--- src/verilog/hsc_pkg.sv ---
/*
  Shared constants for the hall sensor configuration block: register map,
  field positions, reset values, serial framing and refresh timing.
  Assumes a 10 MHz system clock.
*/
package hsc_pkg;
  // timing
  localparam int unsigned CLK_HZ       = 10000000;
  localparam int unsigned RATE_W14_HZ  = 3000;
  localparam int unsigned RATE_W15_HZ  = 1500;
  localparam int unsigned RATE_W16_HZ  = 750;
  localparam int unsigned RATE_W16S_HZ = 375;
  localparam int unsigned PER_W14      = CLK_HZ / RATE_W14_HZ;
  localparam int unsigned PER_W15      = CLK_HZ / RATE_W15_HZ;
  localparam int unsigned PER_W16      = CLK_HZ / RATE_W16_HZ;
  localparam int unsigned PER_W16S     = CLK_HZ / RATE_W16S_HZ;
  // register numbers and reset values
  localparam logic [1:0] REG_SETUP   = 2'h0;
  localparam logic [1:0] REG_OPTIONS = 2'h1;
  localparam logic [1:0] REG_THERMAL = 2'h2;
  localparam logic [7:0] SETUP_RST   = 8'h00;
  localparam logic [7:0] OPTIONS_RST = 8'h00;
  localparam logic [7:0] THERMAL_RST = 8'h08;
  localparam logic [7:0] THERMAL_MSK = 8'hFC;
  // field positions
  localparam int CHAN_LSB = 0;
  localparam int SPAN_LSB = 2;
  localparam int WID_LSB  = 4;
  localparam int AXIS_LSB = 6;
  localparam int READY_ON_SO_BIT = 0;
  localparam int IDLE_DRIVE_BIT  = 1;
  localparam int LOW_CUR_BIT     = 2;
  localparam int BIAS_REV_BIT    = 3;
  localparam int DBL_CLK_BIT     = 4;
  localparam int PLUS_THIRD_BIT  = 5;
  localparam int TIMES_TEN_BIT   = 7;
  localparam int SLOPE_LSB       = 3;
  // serial framing
  localparam logic [4:0] WORD_BITS  = 5'h10;
  localparam logic [4:0] CMD_BITS   = 5'h08;
  localparam int WR_BIT     = 13;
  localparam int RD_BIT     = 12;
  localparam int REGNUM_LSB = 8;
  // channel codes, kept here so the mapping is one edit
  localparam logic [1:0] CHAN_X = 2'h0;
  localparam logic [1:0] CHAN_Y = 2'h1;
  localparam logic [1:0] CHAN_Z = 2'h2;
  localparam logic [1:0] CHAN_T = 2'h3;
  // sample masks per adc width code
  localparam logic [15:0] MASK_W14 = 16'hFFFC;
  localparam logic [15:0] MASK_W15 = 16'hFFFE;
  localparam logic [15:0] MASK_W16 = 16'hFFFF;
  // span in mT per gain code, extension factors
  localparam logic [15:0] SPAN0_MT = 16'h0064;
  localparam logic [15:0] SPAN1_MT = 16'h012C;
  localparam logic [15:0] SPAN2_MT = 16'h03E8;
  localparam logic [15:0] SPAN3_MT = 16'h0BB8;
  localparam logic [23:0] EXT_NUM  = 24'h00014D;
  localparam logic [23:0] EXT_DEN  = 24'h0003E8;
  localparam logic [23:0] TEN_ADD  = 24'h000009;
  // sample stream
  localparam int STREAM_W   = 18;
  localparam int FIFO_DEPTH = 4;
  typedef enum logic [1:0] {
    AXIS_SCAN = 2'b00,
    AXIS_X    = 2'b01,
    AXIS_Y    = 2'b10,
    AXIS_Z    = 2'b11
  } hsc_axis_type;
  typedef enum logic {
    LINK_IDLE  = 1'b0,
    LINK_FRAME = 1'b1
  } hsc_link_type;
endpackage

--- src/verilog/hsc_stream_if.sv ---
/*
  Valid/ready sample stream between the pacer, the fifo and the top.
  Assumes one clock domain on both sides.
*/
`timescale 1ns/100ps
interface hsc_stream_if #(parameter int W = 18);
  logic         valid;
  logic         ready;
  logic [W-1:0] data;
  modport src (output valid, output data, input ready);
  modport snk (input valid, input data, output ready);
endinterface

--- src/verilog/hsc_fifo.sv ---
/*
  Small flip-flop fifo with valid/ready on both sides.
  Assumes a synchronous active low reset; depth is a power of two.
*/
`timescale 1ns/100ps
module hsc_fifo #(
  parameter int W     = 18,
  parameter int DEPTH = 4
) (
  input  wire logic  clk_sys,
  input  wire logic  reset_n,
  hsc_stream_if.snk  fill,
  hsc_stream_if.src  drain
);
  localparam int AW = $clog2(DEPTH);
  localparam logic [AW:0] FULL = (AW+1)'(DEPTH);

  logic [W-1:0] mem_r [DEPTH];
  logic [AW-1:0] wr_r;
  logic [AW-1:0] rd_r;
  logic [AW:0]   cnt_r;
  logic          push;
  logic          pop;

  // honest flags straight from the count
  assign fill.ready  = (cnt_r != FULL);
  assign drain.valid = (cnt_r != '0);
  assign drain.data  = mem_r[rd_r];
  assign push = fill.valid & fill.ready;
  assign pop  = drain.valid & drain.ready;

  // storage, written by index
  always_ff @(posedge clk_sys) begin
    if (push) begin
      mem_r[wr_r] <= fill.data;
    end
  end

  // pointers and occupancy
  always_ff @(posedge clk_sys) begin
    if (!reset_n) begin
      wr_r  <= '0;
      rd_r  <= '0;
      cnt_r <= '0;
    end else begin
      if (push) wr_r <= wr_r + 1'b1;
      if (pop) rd_r <= rd_r + 1'b1;
      if (push && !pop) cnt_r <= cnt_r + 1'b1;
      else if (pop && !push) cnt_r <= cnt_r - 1'b1;
    end
  end
endmodule

--- src/verilog/hsc_adc_pacer.sv ---
/*
  Refresh pacer: picks the channel to convert at the adc refresh rate,
  formats the word and offers it on a stream.
  Assumes raw codes from the analog front end on the same clock.
*/
`timescale 1ns/100ps
module hsc_adc_pacer #(
  parameter int unsigned P_W14  = hsc_pkg::PER_W14,
  parameter int unsigned P_W15  = hsc_pkg::PER_W15,
  parameter int unsigned P_W16  = hsc_pkg::PER_W16,
  parameter int unsigned P_W16S = hsc_pkg::PER_W16S
) (
  input  wire logic        clk_sys,
  input  wire logic        reset_n,
  input  wire logic [1:0]  width_code,
  input  wire logic [1:0]  axis_choice,
  input  wire logic        bias_reversal,
  input  wire logic [15:0] raw_x,
  input  wire logic [15:0] raw_y,
  input  wire logic [15:0] raw_z,
  input  wire logic [15:0] raw_temp,
  output logic      [1:0]  axis_sel_r,
  hsc_stream_if.src        out
);
  logic [15:0] count_r;
  logic [15:0] period;
  logic [15:0] mask;
  logic [1:0]  step_r;
  logic [1:0]  chan;
  logic [15:0] raw;
  logic        tick;
  logic        valid_r;
  logic [17:0] data_r;

  assign out.valid = valid_r;
  assign out.data  = data_r;
  assign tick = (count_r == 16'h0000);

  // refresh period and low bit mask per width code
  always_comb begin
    case (width_code)
      2'b00:   begin period = 16'(P_W14);  mask = hsc_pkg::MASK_W14; end
      2'b01:   begin period = 16'(P_W15);  mask = hsc_pkg::MASK_W15; end
      2'b10:   begin period = 16'(P_W16);  mask = hsc_pkg::MASK_W16; end
      default: begin period = 16'(P_W16S); mask = hsc_pkg::MASK_W16; end
    endcase
  end

  // scan all three axes plus temperature, or one axis then temperature
  always_comb begin
    if (axis_choice == hsc_pkg::AXIS_SCAN) chan = step_r;
    else if (step_r[0]) chan = hsc_pkg::CHAN_T;
    else chan = axis_choice - 2'h1;
    case (chan)
      hsc_pkg::CHAN_X: raw = raw_x;
      hsc_pkg::CHAN_Y: raw = raw_y;
      hsc_pkg::CHAN_Z: raw = raw_z;
      default:         raw = raw_temp;
    endcase
  end

  // period counter keeps running while the stream stalls
  always_ff @(posedge clk_sys) begin
    if (!reset_n) count_r <= 16'h0000;
    else if (tick) count_r <= period - 16'h0001;
    else count_r <= count_r - 16'h0001;
  end

  // capture; a tick that meets a stalled word is skipped, not queued
  always_ff @(posedge clk_sys) begin
    if (!reset_n) begin
      valid_r    <= 1'b0;
      data_r     <= '0;
      step_r     <= 2'h0;
      axis_sel_r <= 2'h0;
    end else begin
      if (valid_r && out.ready) valid_r <= 1'b0;
      if (tick && !(valid_r && !out.ready)) begin
        valid_r    <= 1'b1;
        step_r     <= step_r + 2'h1;
        axis_sel_r <= chan;
        // field words mirrored about mid-scale when bias is reversed
        if (bias_reversal && chan != hsc_pkg::CHAN_T) data_r <= {chan, ~raw & mask};
        else data_r <= {chan, raw & mask};
      end
    end
  end
endmodule

--- src/verilog/hsc_sensor_cfg.sv ---
/*
  Hall sensor configuration and serial readout core: three configuration
  registers written and read back over a 4-wire serial port, per-channel
  output buffers, the ready flag and the serial-out pin drive.
  Assumes cs, sck and mosi are asynchronous pins, sck far slower than
  clk_sys, sck idle low, data taken on the sck rising edge.
*/
`timescale 1ns/100ps
module hsc_sensor_cfg #(
  parameter int unsigned P_W14  = hsc_pkg::PER_W14,
  parameter int unsigned P_W15  = hsc_pkg::PER_W15,
  parameter int unsigned P_W16  = hsc_pkg::PER_W16,
  parameter int unsigned P_W16S = hsc_pkg::PER_W16S
) (
  input  wire logic        clk_sys,
  input  wire logic        reset_n,
  input  wire logic        spi_cs_n,
  input  wire logic        spi_sck,
  input  wire logic        spi_mosi,
  output logic             spi_miso_o,
  output logic             spi_miso_oe,
  output logic             ready_pin_o,
  output logic             ready_pin_oe,
  input  wire logic [15:0] raw_x,
  input  wire logic [15:0] raw_y,
  input  wire logic [15:0] raw_z,
  input  wire logic [15:0] raw_temp,
  output logic      [1:0]  hall_axis_sel,
  output logic      [1:0]  gain_span_code,
  output logic      [1:0]  adc_bit_width,
  output logic      [15:0] effective_span_mt,
  output logic             low_current_mode,
  output logic             bias_reversal,
  output logic             double_analog_clock,
  output logic      [3:0]  thermal_gain_slope
);
  // configuration registers
  logic [7:0]  setup_r;
  logic [7:0]  options_r;
  logic [7:0]  thermal_r;
  // pin synchronisers; stage one is read only by stage two
  logic [2:0]  cs_sync_r;
  logic [2:0]  sck_sync_r;
  logic [1:0]  mosi_sync_r;
  logic        cs_fall;
  logic        cs_rise;
  logic        sck_rise;
  logic        sck_fall;
  logic        cs_low;
  // serial engine
  hsc_pkg::hsc_link_type state_r;
  hsc_pkg::hsc_link_type state_nxt;
  logic [4:0]  bit_cnt_r;
  logic [15:0] rx_r;
  logic [15:0] rx_nxt;
  logic [15:0] tx_r;
  logic [7:0]  readback;
  logic        new_sample_flag_r;
  logic        spi_miso_o_r;
  logic        spi_miso_oe_r;
  logic        ready_pin_o_r;
  logic        ready_pin_oe_r;
  logic [15:0] span_r;
  logic [15:0] span_base;
  logic [23:0] span_sum;
  // per-channel output buffers
  logic [15:0] chan_buf_r [4];
  logic        pop;
  logic [1:0]  pop_chan;
  logic [1:0]  out_chan;

  hsc_stream_if #(.W(hsc_pkg::STREAM_W)) pace_s ();
  hsc_stream_if #(.W(hsc_pkg::STREAM_W)) buf_s ();

  // field decoding
  assign out_chan = setup_r[hsc_pkg::CHAN_LSB +: 2];

  // conversion pacing and formatting
  hsc_adc_pacer #(
    .P_W14  (P_W14),
    .P_W15  (P_W15),
    .P_W16  (P_W16),
    .P_W16S (P_W16S)
  ) u_pacer (
    .clk_sys       (clk_sys),
    .reset_n       (reset_n),
    .width_code    (setup_r[hsc_pkg::WID_LSB +: 2]),
    .axis_choice   (setup_r[hsc_pkg::AXIS_LSB +: 2]),
    .bias_reversal (options_r[hsc_pkg::BIAS_REV_BIT]),
    .raw_x         (raw_x),
    .raw_y         (raw_y),
    .raw_z         (raw_z),
    .raw_temp      (raw_temp),
    .axis_sel_r    (hall_axis_sel),
    .out           (pace_s.src)
  );

  // sample queue between the pacer and the output buffers
  hsc_fifo #(
    .W     (hsc_pkg::STREAM_W),
    .DEPTH (hsc_pkg::FIFO_DEPTH)
  ) u_fifo (
    .clk_sys (clk_sys),
    .reset_n (reset_n),
    .fill    (pace_s.snk),
    .drain   (buf_s.src)
  );

  // drain stalls during a frame so the word being shifted stays put
  assign buf_s.ready = !cs_low;
  assign pop         = buf_s.valid & buf_s.ready;
  assign pop_chan    = buf_s.data[17:16];

  // pin synchronisers, third stage only for edge finding
  always_ff @(posedge clk_sys) begin
    if (!reset_n) begin
      cs_sync_r   <= 3'h7;
      sck_sync_r  <= 3'h0;
      mosi_sync_r <= 2'h0;
    end else begin
      cs_sync_r   <= {cs_sync_r[1:0], spi_cs_n};
      sck_sync_r  <= {sck_sync_r[1:0], spi_sck};
      mosi_sync_r <= {mosi_sync_r[0], spi_mosi};
    end
  end

  assign cs_low   = !cs_sync_r[1];
  assign cs_fall  = cs_sync_r[2] & !cs_sync_r[1];
  assign cs_rise  = !cs_sync_r[2] & cs_sync_r[1];
  assign sck_rise = cs_low & !sck_sync_r[2] & sck_sync_r[1];
  assign sck_fall = cs_low & sck_sync_r[2] & !sck_sync_r[1];
  assign rx_nxt   = {rx_r[14:0], mosi_sync_r[1]};

  // buffer update per channel entry
  genvar gi;
  generate
    for (gi = 0; gi < 4; gi++) begin : g_chan
      always_ff @(posedge clk_sys) begin
        if (!reset_n) chan_buf_r[gi] <= 16'h0000;
        else if (pop && pop_chan == 2'(gi)) chan_buf_r[gi] <= buf_s.data[15:0];
      end
    end
  endgenerate

  // frame state
  always_comb begin
    state_nxt = state_r;
    case (state_r)
      hsc_pkg::LINK_IDLE:  if (cs_fall) state_nxt = hsc_pkg::LINK_FRAME;
      hsc_pkg::LINK_FRAME: if (cs_rise) state_nxt = hsc_pkg::LINK_IDLE;
      default:             state_nxt = hsc_pkg::LINK_IDLE;
    endcase
  end

  always_ff @(posedge clk_sys) begin
    if (!reset_n) state_r <= hsc_pkg::LINK_IDLE;
    else state_r <= state_nxt;
  end

  // bit counter saturates so overlong frames are not written
  always_ff @(posedge clk_sys) begin
    if (!reset_n) begin
      bit_cnt_r <= 5'h00;
      rx_r      <= 16'h0000;
    end else if (cs_fall) begin
      bit_cnt_r <= 5'h00;
      rx_r      <= 16'h0000;
    end else if (sck_rise && state_r == hsc_pkg::LINK_FRAME) begin
      rx_r <= rx_nxt;
      if (bit_cnt_r != 5'h1F) bit_cnt_r <= bit_cnt_r + 5'h01;
    end
  end

  // read-back value; thermal bits 1:0 read as zero
  always_comb begin
    case (rx_nxt[1:0])
      hsc_pkg::REG_SETUP:   readback = setup_r;
      hsc_pkg::REG_OPTIONS: readback = options_r;
      hsc_pkg::REG_THERMAL: readback = thermal_r & hsc_pkg::THERMAL_MSK;
      default:              readback = 8'h00;
    endcase
  end

  // outgoing word: selected channel at cs fall, msb first
  always_ff @(posedge clk_sys) begin
    if (!reset_n) begin
      tx_r <= 16'h0000;
    end else if (cs_fall) begin
      tx_r <= chan_buf_r[out_chan];
    end else if (sck_rise && state_r == hsc_pkg::LINK_FRAME &&
                 bit_cnt_r == hsc_pkg::CMD_BITS - 5'h01 &&
                 rx_nxt[hsc_pkg::RD_BIT - 8]) begin
      // after the command byte the low byte becomes the register value
      tx_r <= {tx_r[15], readback, 7'h00};
    end else if (sck_fall) begin
      tx_r <= {tx_r[14:0], 1'b0};
    end
  end

  // register writes land at frame end, only for complete words
  always_ff @(posedge clk_sys) begin
    if (!reset_n) begin
      setup_r   <= hsc_pkg::SETUP_RST;
      options_r <= hsc_pkg::OPTIONS_RST;
      thermal_r <= hsc_pkg::THERMAL_RST;
    end else if (cs_rise && state_r == hsc_pkg::LINK_FRAME &&
                 bit_cnt_r == hsc_pkg::WORD_BITS && rx_r[hsc_pkg::WR_BIT]) begin
      // reserved bits are stored as written; zeros are up to the master
      case (rx_r[hsc_pkg::REGNUM_LSB +: 2])
        hsc_pkg::REG_SETUP:   setup_r   <= rx_r[7:0];
        hsc_pkg::REG_OPTIONS: options_r <= rx_r[7:0];
        hsc_pkg::REG_THERMAL: thermal_r <= rx_r[7:0];
        default:              setup_r   <= setup_r;
      endcase
    end
  end

  // ready flag: new sample in selected buffer sets, cs fall clears; set wins
  always_ff @(posedge clk_sys) begin
    if (!reset_n) new_sample_flag_r <= 1'b0;
    else if (pop && pop_chan == out_chan) new_sample_flag_r <= 1'b1;
    else if (cs_fall) new_sample_flag_r <= 1'b0;
  end

  // serial-out drive: data in frame, ready or low with idle drive on, released otherwise
  always_ff @(posedge clk_sys) begin
    if (!reset_n) begin
      spi_miso_o_r  <= 1'b0;
      spi_miso_oe_r <= 1'b0;
    end else if (cs_low) begin
      spi_miso_o_r  <= tx_r[15];
      spi_miso_oe_r <= 1'b1;
    end else if (options_r[hsc_pkg::IDLE_DRIVE_BIT]) begin
      // ready only shows if idle drive is on, which the master ensures
      spi_miso_o_r  <= options_r[hsc_pkg::READY_ON_SO_BIT] & new_sample_flag_r;
      spi_miso_oe_r <= 1'b1;
    end else begin
      spi_miso_o_r  <= 1'b0;
      spi_miso_oe_r <= 1'b0;
    end
  end

  // dedicated ready pin floats once ready is routed to serial out
  always_ff @(posedge clk_sys) begin
    if (!reset_n) begin
      ready_pin_o_r  <= 1'b0;
      ready_pin_oe_r <= 1'b1;
    end else begin
      ready_pin_o_r  <= new_sample_flag_r;
      ready_pin_oe_r <= !options_r[hsc_pkg::READY_ON_SO_BIT];
    end
  end

  assign spi_miso_o   = spi_miso_o_r;
  assign spi_miso_oe  = spi_miso_oe_r;
  assign ready_pin_o  = ready_pin_o_r;
  assign ready_pin_oe = ready_pin_oe_r;

  // span in mT; integer division trades a fraction of a mT for simplicity
  always_comb begin
    case (setup_r[hsc_pkg::SPAN_LSB +: 2])
      2'b00:   span_base = hsc_pkg::SPAN0_MT;
      2'b01:   span_base = hsc_pkg::SPAN1_MT;
      2'b10:   span_base = hsc_pkg::SPAN2_MT;
      default: span_base = hsc_pkg::SPAN3_MT;
    endcase
    span_sum = {8'h00, span_base};
    if (options_r[hsc_pkg::PLUS_THIRD_BIT]) begin
      span_sum = span_sum + ({8'h00, span_base} * hsc_pkg::EXT_NUM) / hsc_pkg::EXT_DEN;
    end
    if (options_r[hsc_pkg::TIMES_TEN_BIT]) begin
      span_sum = span_sum + {8'h00, span_base} * hsc_pkg::TEN_ADD;
    end
  end

  always_ff @(posedge clk_sys) begin
    if (!reset_n) span_r <= hsc_pkg::SPAN0_MT;
    else span_r <= span_sum[15:0];
  end

  // analog controls straight from register flops
  assign gain_span_code      = setup_r[hsc_pkg::SPAN_LSB +: 2];
  assign adc_bit_width       = setup_r[hsc_pkg::WID_LSB +: 2];
  assign effective_span_mt   = span_r;
  assign low_current_mode    = options_r[hsc_pkg::LOW_CUR_BIT];
  assign bias_reversal       = options_r[hsc_pkg::BIAS_REV_BIT];
  assign double_analog_clock = options_r[hsc_pkg::DBL_CLK_BIT];
  assign thermal_gain_slope  = thermal_r[hsc_pkg::SLOPE_LSB +: 4];
endmodule

--- config.mk ---
export PLATFORM = sky130hd
export DESIGN_NAME = hsc_sensor_cfg
export DESIGN_NICKNAME = d
export VERILOG_FILES = /design/src/verilog/hsc_pkg.sv /design/src/verilog/hsc_stream_if.sv /design/src/verilog/hsc_fifo.sv /design/src/verilog/hsc_adc_pacer.sv /design/src/verilog/hsc_sensor_cfg.sv
export SDC_FILE = /design/constraint.sdc
export NUM_CORES = 1
export LEC_CHECK = 0
export BUFFER_PORTS_ARGS = -buffer_cell sky130_fd_sc_hd__buf_2
export CORE_ASPECT_RATIO = 1.1
export CORE_MARGIN = 2
export CORE_UTILIZATION = 28
export CTS_CLUSTER_DIAMETER = 50
export DETAILED_ROUTE_END_ITERATION = 8
export SYNTH_ARGS = -nofsm -noshare
export SYNTH_HDL_FRONTEND = slang
export SYNTH_SLANG_ARGS = --single-unit
--- constraint.sdc ---
create_clock -name clk_sys -period 4.34 [get_ports clk_sys]
set_clock_uncertainty 0.05 [all_clocks]
set_input_delay 1.302 -clock clk_sys [delete_from_list [all_inputs] [get_ports clk_sys]]
set_output_delay 1.302 -clock clk_sys [all_outputs]
set_load 0.05 [all_outputs]
* Yosys cells after proc, flatten, opt, wreduce, memory -nomap -nowiden
Memories as Yosys holds them, arrays and structs flattened. A register that Yosys moved wholly into a read port is not among the register bits.
Cells that the tools add are included.
** Cells by class
- Add/sub/neg operators :: 11
- $mul :: 2
- Divide/modulo/power cells :: 1
- Equality and inequality tests :: 20
- Multiplexer cells :: 50
- Bitwise gates (word level) :: 18
- Reduce and logical (&&, ||, !) cells :: 46
** Operator list (number)
- 16-bit two-way mux :: 11
- 16-bit one-hot mux with 3 select lines :: 1
- 15-bit one-hot mux with 3 select lines :: 1
- 12-bit one-hot mux with 3 select lines :: 1
- 16-bit bitwise AND :: 2
- 1-bit two-way mux :: 25
- 24-bit by 10-bit divider with 24-bit output (second input constant) :: 1
- 16-bit by 9-bit multiplier with 24-bit output (second input constant) :: 1
- 8-bit one-hot mux with 3 select lines :: 1
- 1-bit logical AND :: 17
- 12-bit by 16-bit adder with 16-bit output :: 1
- 16-bit adder :: 1
- 16-bit zero test :: 1
- 12-bit by 4-bit multiplier with 16-bit output (second input constant) :: 1
- 16-bit inverter :: 1
- 15-bit by 1-bit subtractor with 16-bit output (second input constant) :: 1
- 16-bit by 1-bit subtractor with 16-bit output (second input constant) :: 1
- 2-bit equality test (second input constant) :: 7
- 2-bit zero test :: 7
- 2-bit by 1-bit equality test with 1-bit output (second input constant) :: 6
- 2-bit two-way mux :: 6
- 2-bit AND reduction :: 5
- 1-bit bitwise AND :: 9
- 1-bit zero test :: 9
- other kinds (19) :: 31
** Word-level totals
- Bits in registers :: 135
- RAM bits :: 136
- Output and inout bits :: 33
- Logic and storage cells :: 175
- Memories kept :: 2
** Memory list
- u_fifo.mem_r :: depth 4, bits a word 18, rd ports 1, clocked after Yosys merged registers in 1, wr ports 1, RTL line hsc_fifo.sv:18 : logic [W-1:0] mem_r [DEPTH];
- chan_buf_r :: depth 4, bits a word 16, rd ports 1, clocked after Yosys merged registers in 1, wr ports 4, RTL line hsc_sensor_cfg.sv:67 : logic [15:0] chan_buf_r [4];

* Logic depth before layout (Yosys ltp)
- Word-level depth :: 8
- Depth in mapped cells :: 20
- Depth with buffers taken out :: 19

* By module
From an unflattened synthesis, not the netlist that was laid out.
** Unflattened totals
- Cell total of the unflattened synthesis :: 1301
- Area total of the unflattened synthesis :: 14044.7 um^2
** Modules (own cells, without submodules)
- hsc_sensor_cfg :: times used 1, cells an instance 804, area an instance 8142.8 um^2, sequential area each 3703.6 um^2
- hsc_fifo :: times used 1, cells an instance 142, area an instance 3134.3 um^2, sequential area each 2342.2 um^2
- hsc_adc_pacer :: times used 1, cells an instance 355, area an instance 2767.7 um^2, sequential area each 740.7 um^2

* Least setup slack after synthesis
Ideal clock, no wire load.
- Kind :: register to register
- Start :: register setup_r[3]
- End :: register span_r[14], in the netlist effective_span_mt[14]
- Library setup time :: 114 ps
- Arrival :: 4019 ps
- Required time :: 4176 ps
- Path slack :: 156 ps
- Cell stages (with the launch flop) :: 20
- Path buffers :: 1
- Path through :: dfxtp_1 inv_1 ha_1 clkbuf_1 inv_1 ha_1 or2_2 o21bai_1 xor2_1 nand2_1 o21ai_0 ha_1 ha_1 a21o_1 a21oi_1 nor4_1 a2111oi_0 o211ai_1 mux2i_1 nor2_1
** On the way
- Cells in the longest elaborated chain, start to end :: 8
- Elaborated cells on any way between the ends :: 11
- Those cells by class :: 2 x add/sub; 2 x mul; 1 x div; 2 x eq/ne; 3 x mux; 1 x reduce/logical
** Ends and longest elaborated chain
- start, declared :: RTL line hsc_sensor_cfg.sv:38 : logic [7:0] setup_r;
- start signal, assigned :: RTL line hsc_sensor_cfg.sv:203 : setup_r <= hsc_pkg::SETUP_RST;
- start signal, assigned :: RTL line hsc_sensor_cfg.sv:210 : hsc_pkg::REG_SETUP: setup_r <= rx_r[7:0];
- start signal, assigned :: RTL line hsc_sensor_cfg.sv:213 : default: setup_r <= setup_r;
- 2-bit equality test (tied with other cells) :: RTL line hsc_sensor_cfg.sv:261 : case (setup_r[hsc_pkg::SPAN_LSB +: 2])
- 12-bit one-hot mux with 3 select lines * :: RTL line hsc_sensor_cfg.sv:261
- 16-bit by 9-bit multiplier with 24-bit output :: RTL line hsc_sensor_cfg.sv:269 : span_sum = span_sum + ({8'h00, span_base} * hsc_pkg::EXT_NUM) / hsc_pkg::EXT_DEN;
- 24-bit by 10-bit divider with 24-bit output :: RTL line hsc_sensor_cfg.sv:269
- 12-bit by 16-bit adder with 16-bit output :: RTL line hsc_sensor_cfg.sv:269
- 16-bit two-way mux :: RTL line hsc_sensor_cfg.sv:268 : if (options_r[hsc_pkg::PLUS_THIRD_BIT]) begin
- 16-bit adder :: RTL line hsc_sensor_cfg.sv:272 : span_sum = span_sum + {8'h00, span_base} * hsc_pkg::TEN_ADD;
- 16-bit two-way mux * :: RTL line hsc_sensor_cfg.sv:271 : if (options_r[hsc_pkg::TIMES_TEN_BIT]) begin
- end signal, assigned :: RTL line hsc_sensor_cfg.sv:277 : if (!reset_n) span_r <= hsc_pkg::SPAN0_MT;
- end signal, assigned :: RTL line hsc_sensor_cfg.sv:278 : else span_r <= span_sum[15:0];
- end, declared :: RTL line hsc_sensor_cfg.sv:63 : logic [15:0] span_r;
Mark *: on every way between the ends. The rest lies on a longest branch, timed or not.
A chain may end at the register's enable or synchronous reset.

* Final worst setup path
Ends and elaborated chain as after synthesis.

==> metrics.txt <==
Crit path required time 4760 ps; fin cells 1883; share of layout cells above drive strength 1 18.9%; wire per inst 16.0 um; placed insts 1825; largest net degree at the start of global routing 56; RSZ-0062 raised after global routing no; Hold Slack 392 ps; clk sink count 271; DRC viols 0; Core Rows 83; dpl hpwl 20900 um; via count 8951; max-cap violations 0; Place WS 318 ps; met1 usage 15.8%; met3 usage 2.07%; die extent in y 231 um; cell accounting for the most synthesized area edfxtp_1; Num CTS Buffers 31; number of diodes 0; Peak supply drop 257 uV; ANT nets after route 0; Nets 1387; DRT Pass-1 Iters 5; Std-Cell Core Area 0.0464 mm^2; Via density 4.75; Hold WC Path Type register to register; CP startpoint kind register; die width 210 um; io pins 102; EDFF count, synth 136; Design Power 7700 uW; crit share post-route 90.8%; Final Hold Fails 0; sequential element share of the synthesized area 51.9%; post-route setup TNS 0 ps; GR Layer Usage met2 21.8%; most used routing layer met2; Tot GR Track Use 12.4%; top-area cell type share of the netlist area 31.2%; Placer Congestion 0.841; number of global-route vias before repair 8882; total routed wirelength 30000 um; H-tree levels 1; global-route wire length before repair 48300 um; Port Buffers 101; register bit total from synthesis 271; Root Buffer clkbuf_16; leak pwr 0.00582 uW; R2R depth 19; CTS max path bufs 3; Worst setup EP type register; top post-synthesis cells by count edfxtp_1, dfxtp_1, nor2_1; Synth warnings 0; critical path type register to register; Yosys cell types 69; full die area 0.0484 mm^2; Cell Pwr Density 503 mW/mm^2; status completed; most numerous cell in the Yosys netlist edfxtp_1; slew margin rel. 33.2%; fin worst setup slack 401 ps; gr ovfl total 0; later-pin clock latency in the skew report 590 ps; Slew @ Worst Pin 1000 ps; PostCTS Resize Cnt 0; Fmax 254 MHz; Slew Viols, Final 0; CP arrival 4360 ps; hold_buf cts 0; drt first-iter violations 388; Synth area leaders edfxtp_1, dfxtp_1, mux4_2; P&R area growth vs syn 17.1%; CTS tree done; worst hold path depth 1; syn nets 1301; Reg clk slew, reported paths 60 ps; initial core utilization 28.2%; fillers 4668; number of antenna violations at the first check in global routing 0; synthesized cell area 0.0131 mm^2; ys async rst share 0%; post-CTS setup buffer count 0; Top FF cell, synth edfxtp_1; Period minus WS final 3940 ps; # setup viols final 0; Mean Syn Cell Area 11.1 um^2; Cells after Synth 1177; Critical Path Fanout Max 6
## metal layers
| metal | part of all wire [%] | wire length [um] | vias up |
|---|---|---|---|
| li1 | - | - | 4412 |
| met1 | 44 | 13300 | 4304 |
| met2 | 50 | 14900 | 193 |
| met3 | 4.4 | 1320 | 42 |
| met4 | 1.8 | 540 | 0 |
| met5 | 0 | 0 | - |
## kinds of logic (layout without fill, tap and decap cells)
kind of cell / Yosys count / after routing / share of synthesized area [%]
compound gates: 194 / 194 / 9.68
xor+xnor: 65 / 65 / 4.35
flops: 271 / 271 / 51.9
simple gates: 388 / 388 / 14.7
buf+inv: 111 / 222 / 3.53
mux: 93 / 93 / 10.4
fa+ha+maj: 55 / 55 / 5.44
## worst max-delay path, cell delays in order (launching register included)
cell and delay (ps):
dfxtp_1 430, inv_1 150, ha_1 230, inv_1 80, ha_1 180, nand4_1 110
a21oi_1 280, o21bai_1 120, xor2_1 150, nand2_1 60, o21ai_0 140, ha_1 340
ha_1 210, a21o_1 180, a21oi_1 260, nor4_1 100, a2111oi_2 390, o211ai_1 170
mux2i_1 160, nor2_1 50
## flip-flops by register name, indices dropped and copies added (netlist names), 2 cells and up, named ones only
name / count
setup_r: 8
chan_buf_r: 64
u_pacer.step_r: 2
cs_sync_r: 3
u_fifo.wr_r: 2
u_fifo.rd_r: 2
sck_sync_r: 3
rx_r: 14
u_pacer.count_r: 16
effective_span_mt: 16
bit_cnt_r: 5
thermal_r: 6
mosi_sync_r: 2
u_pacer.out.data: 18
tx_r: 16
u_fifo.mem_r: 72
u_fifo.cnt_r: 3
options_r: 8
## worst paths after layout
kind	start	to	slack, ps
worst max register to register	setup_r[3]	effective_span_mt[14]	400
worst min-delay path	cs_sync_r[0]	cs_sync_r[1]	390
worst max-delay path	setup_r[3]	effective_span_mt[14]	400
worst min register to register	cs_sync_r[0]	cs_sync_r[1]	390
## power breakdown
group          switching [uW]  internal [uW]  total [uW]
sequential                209           3130        3340
combinational             992            709        1700
clock                    1100           1560        2660
## metrics by stage
| stage | instance area, um^2 | utilization [%] |
|---|---|---|
| 4_1_cts | 15300 | 32.9 |
| 5_1_grt | 15300 | 33.0 |
| 3_5_place_dp | 14200 | 30.7 |
| 2_1_floorplan | 13100 | - |
| 3_3_place_gp | 14200 | 30.7 |
| 6_report | 15300 | 33.0 |
## layout make-up
cell class / count / area [um^2] / share of cell area (%)
multi-input cells: 795 / 5860 / 38.3
inverters: 35 / 131 / 0.858
clock buffers: 37 / 828 / 5.41
flip-flops and latches: 271 / 6790 / 44.4
clock inverters: 21 / 223 / 1.46
repair buffers: 129 / 728 / 4.76
well taps: 595 / 744 / 4.86
## cells in the final DEF, fill, tap and decap left out, drive strengths merged, types with 34 or more instances in the layout
cell type | netlist | routed
edfxtp | 136 | 136
dfxtp | 135 | 135
buf | 20 | 129
nor2 | 122 | 122
nand2 | 88 | 88
a21oi | 65 | 65
mux2i | 59 | 59
and2 | 54 | 54
ha | 52 | 52
xor2 | 40 | 40
inv | 33 | 38
clkbuf | 56 | 37
mux4 | 34 | 34
Power figures use the tool's default switching activity.
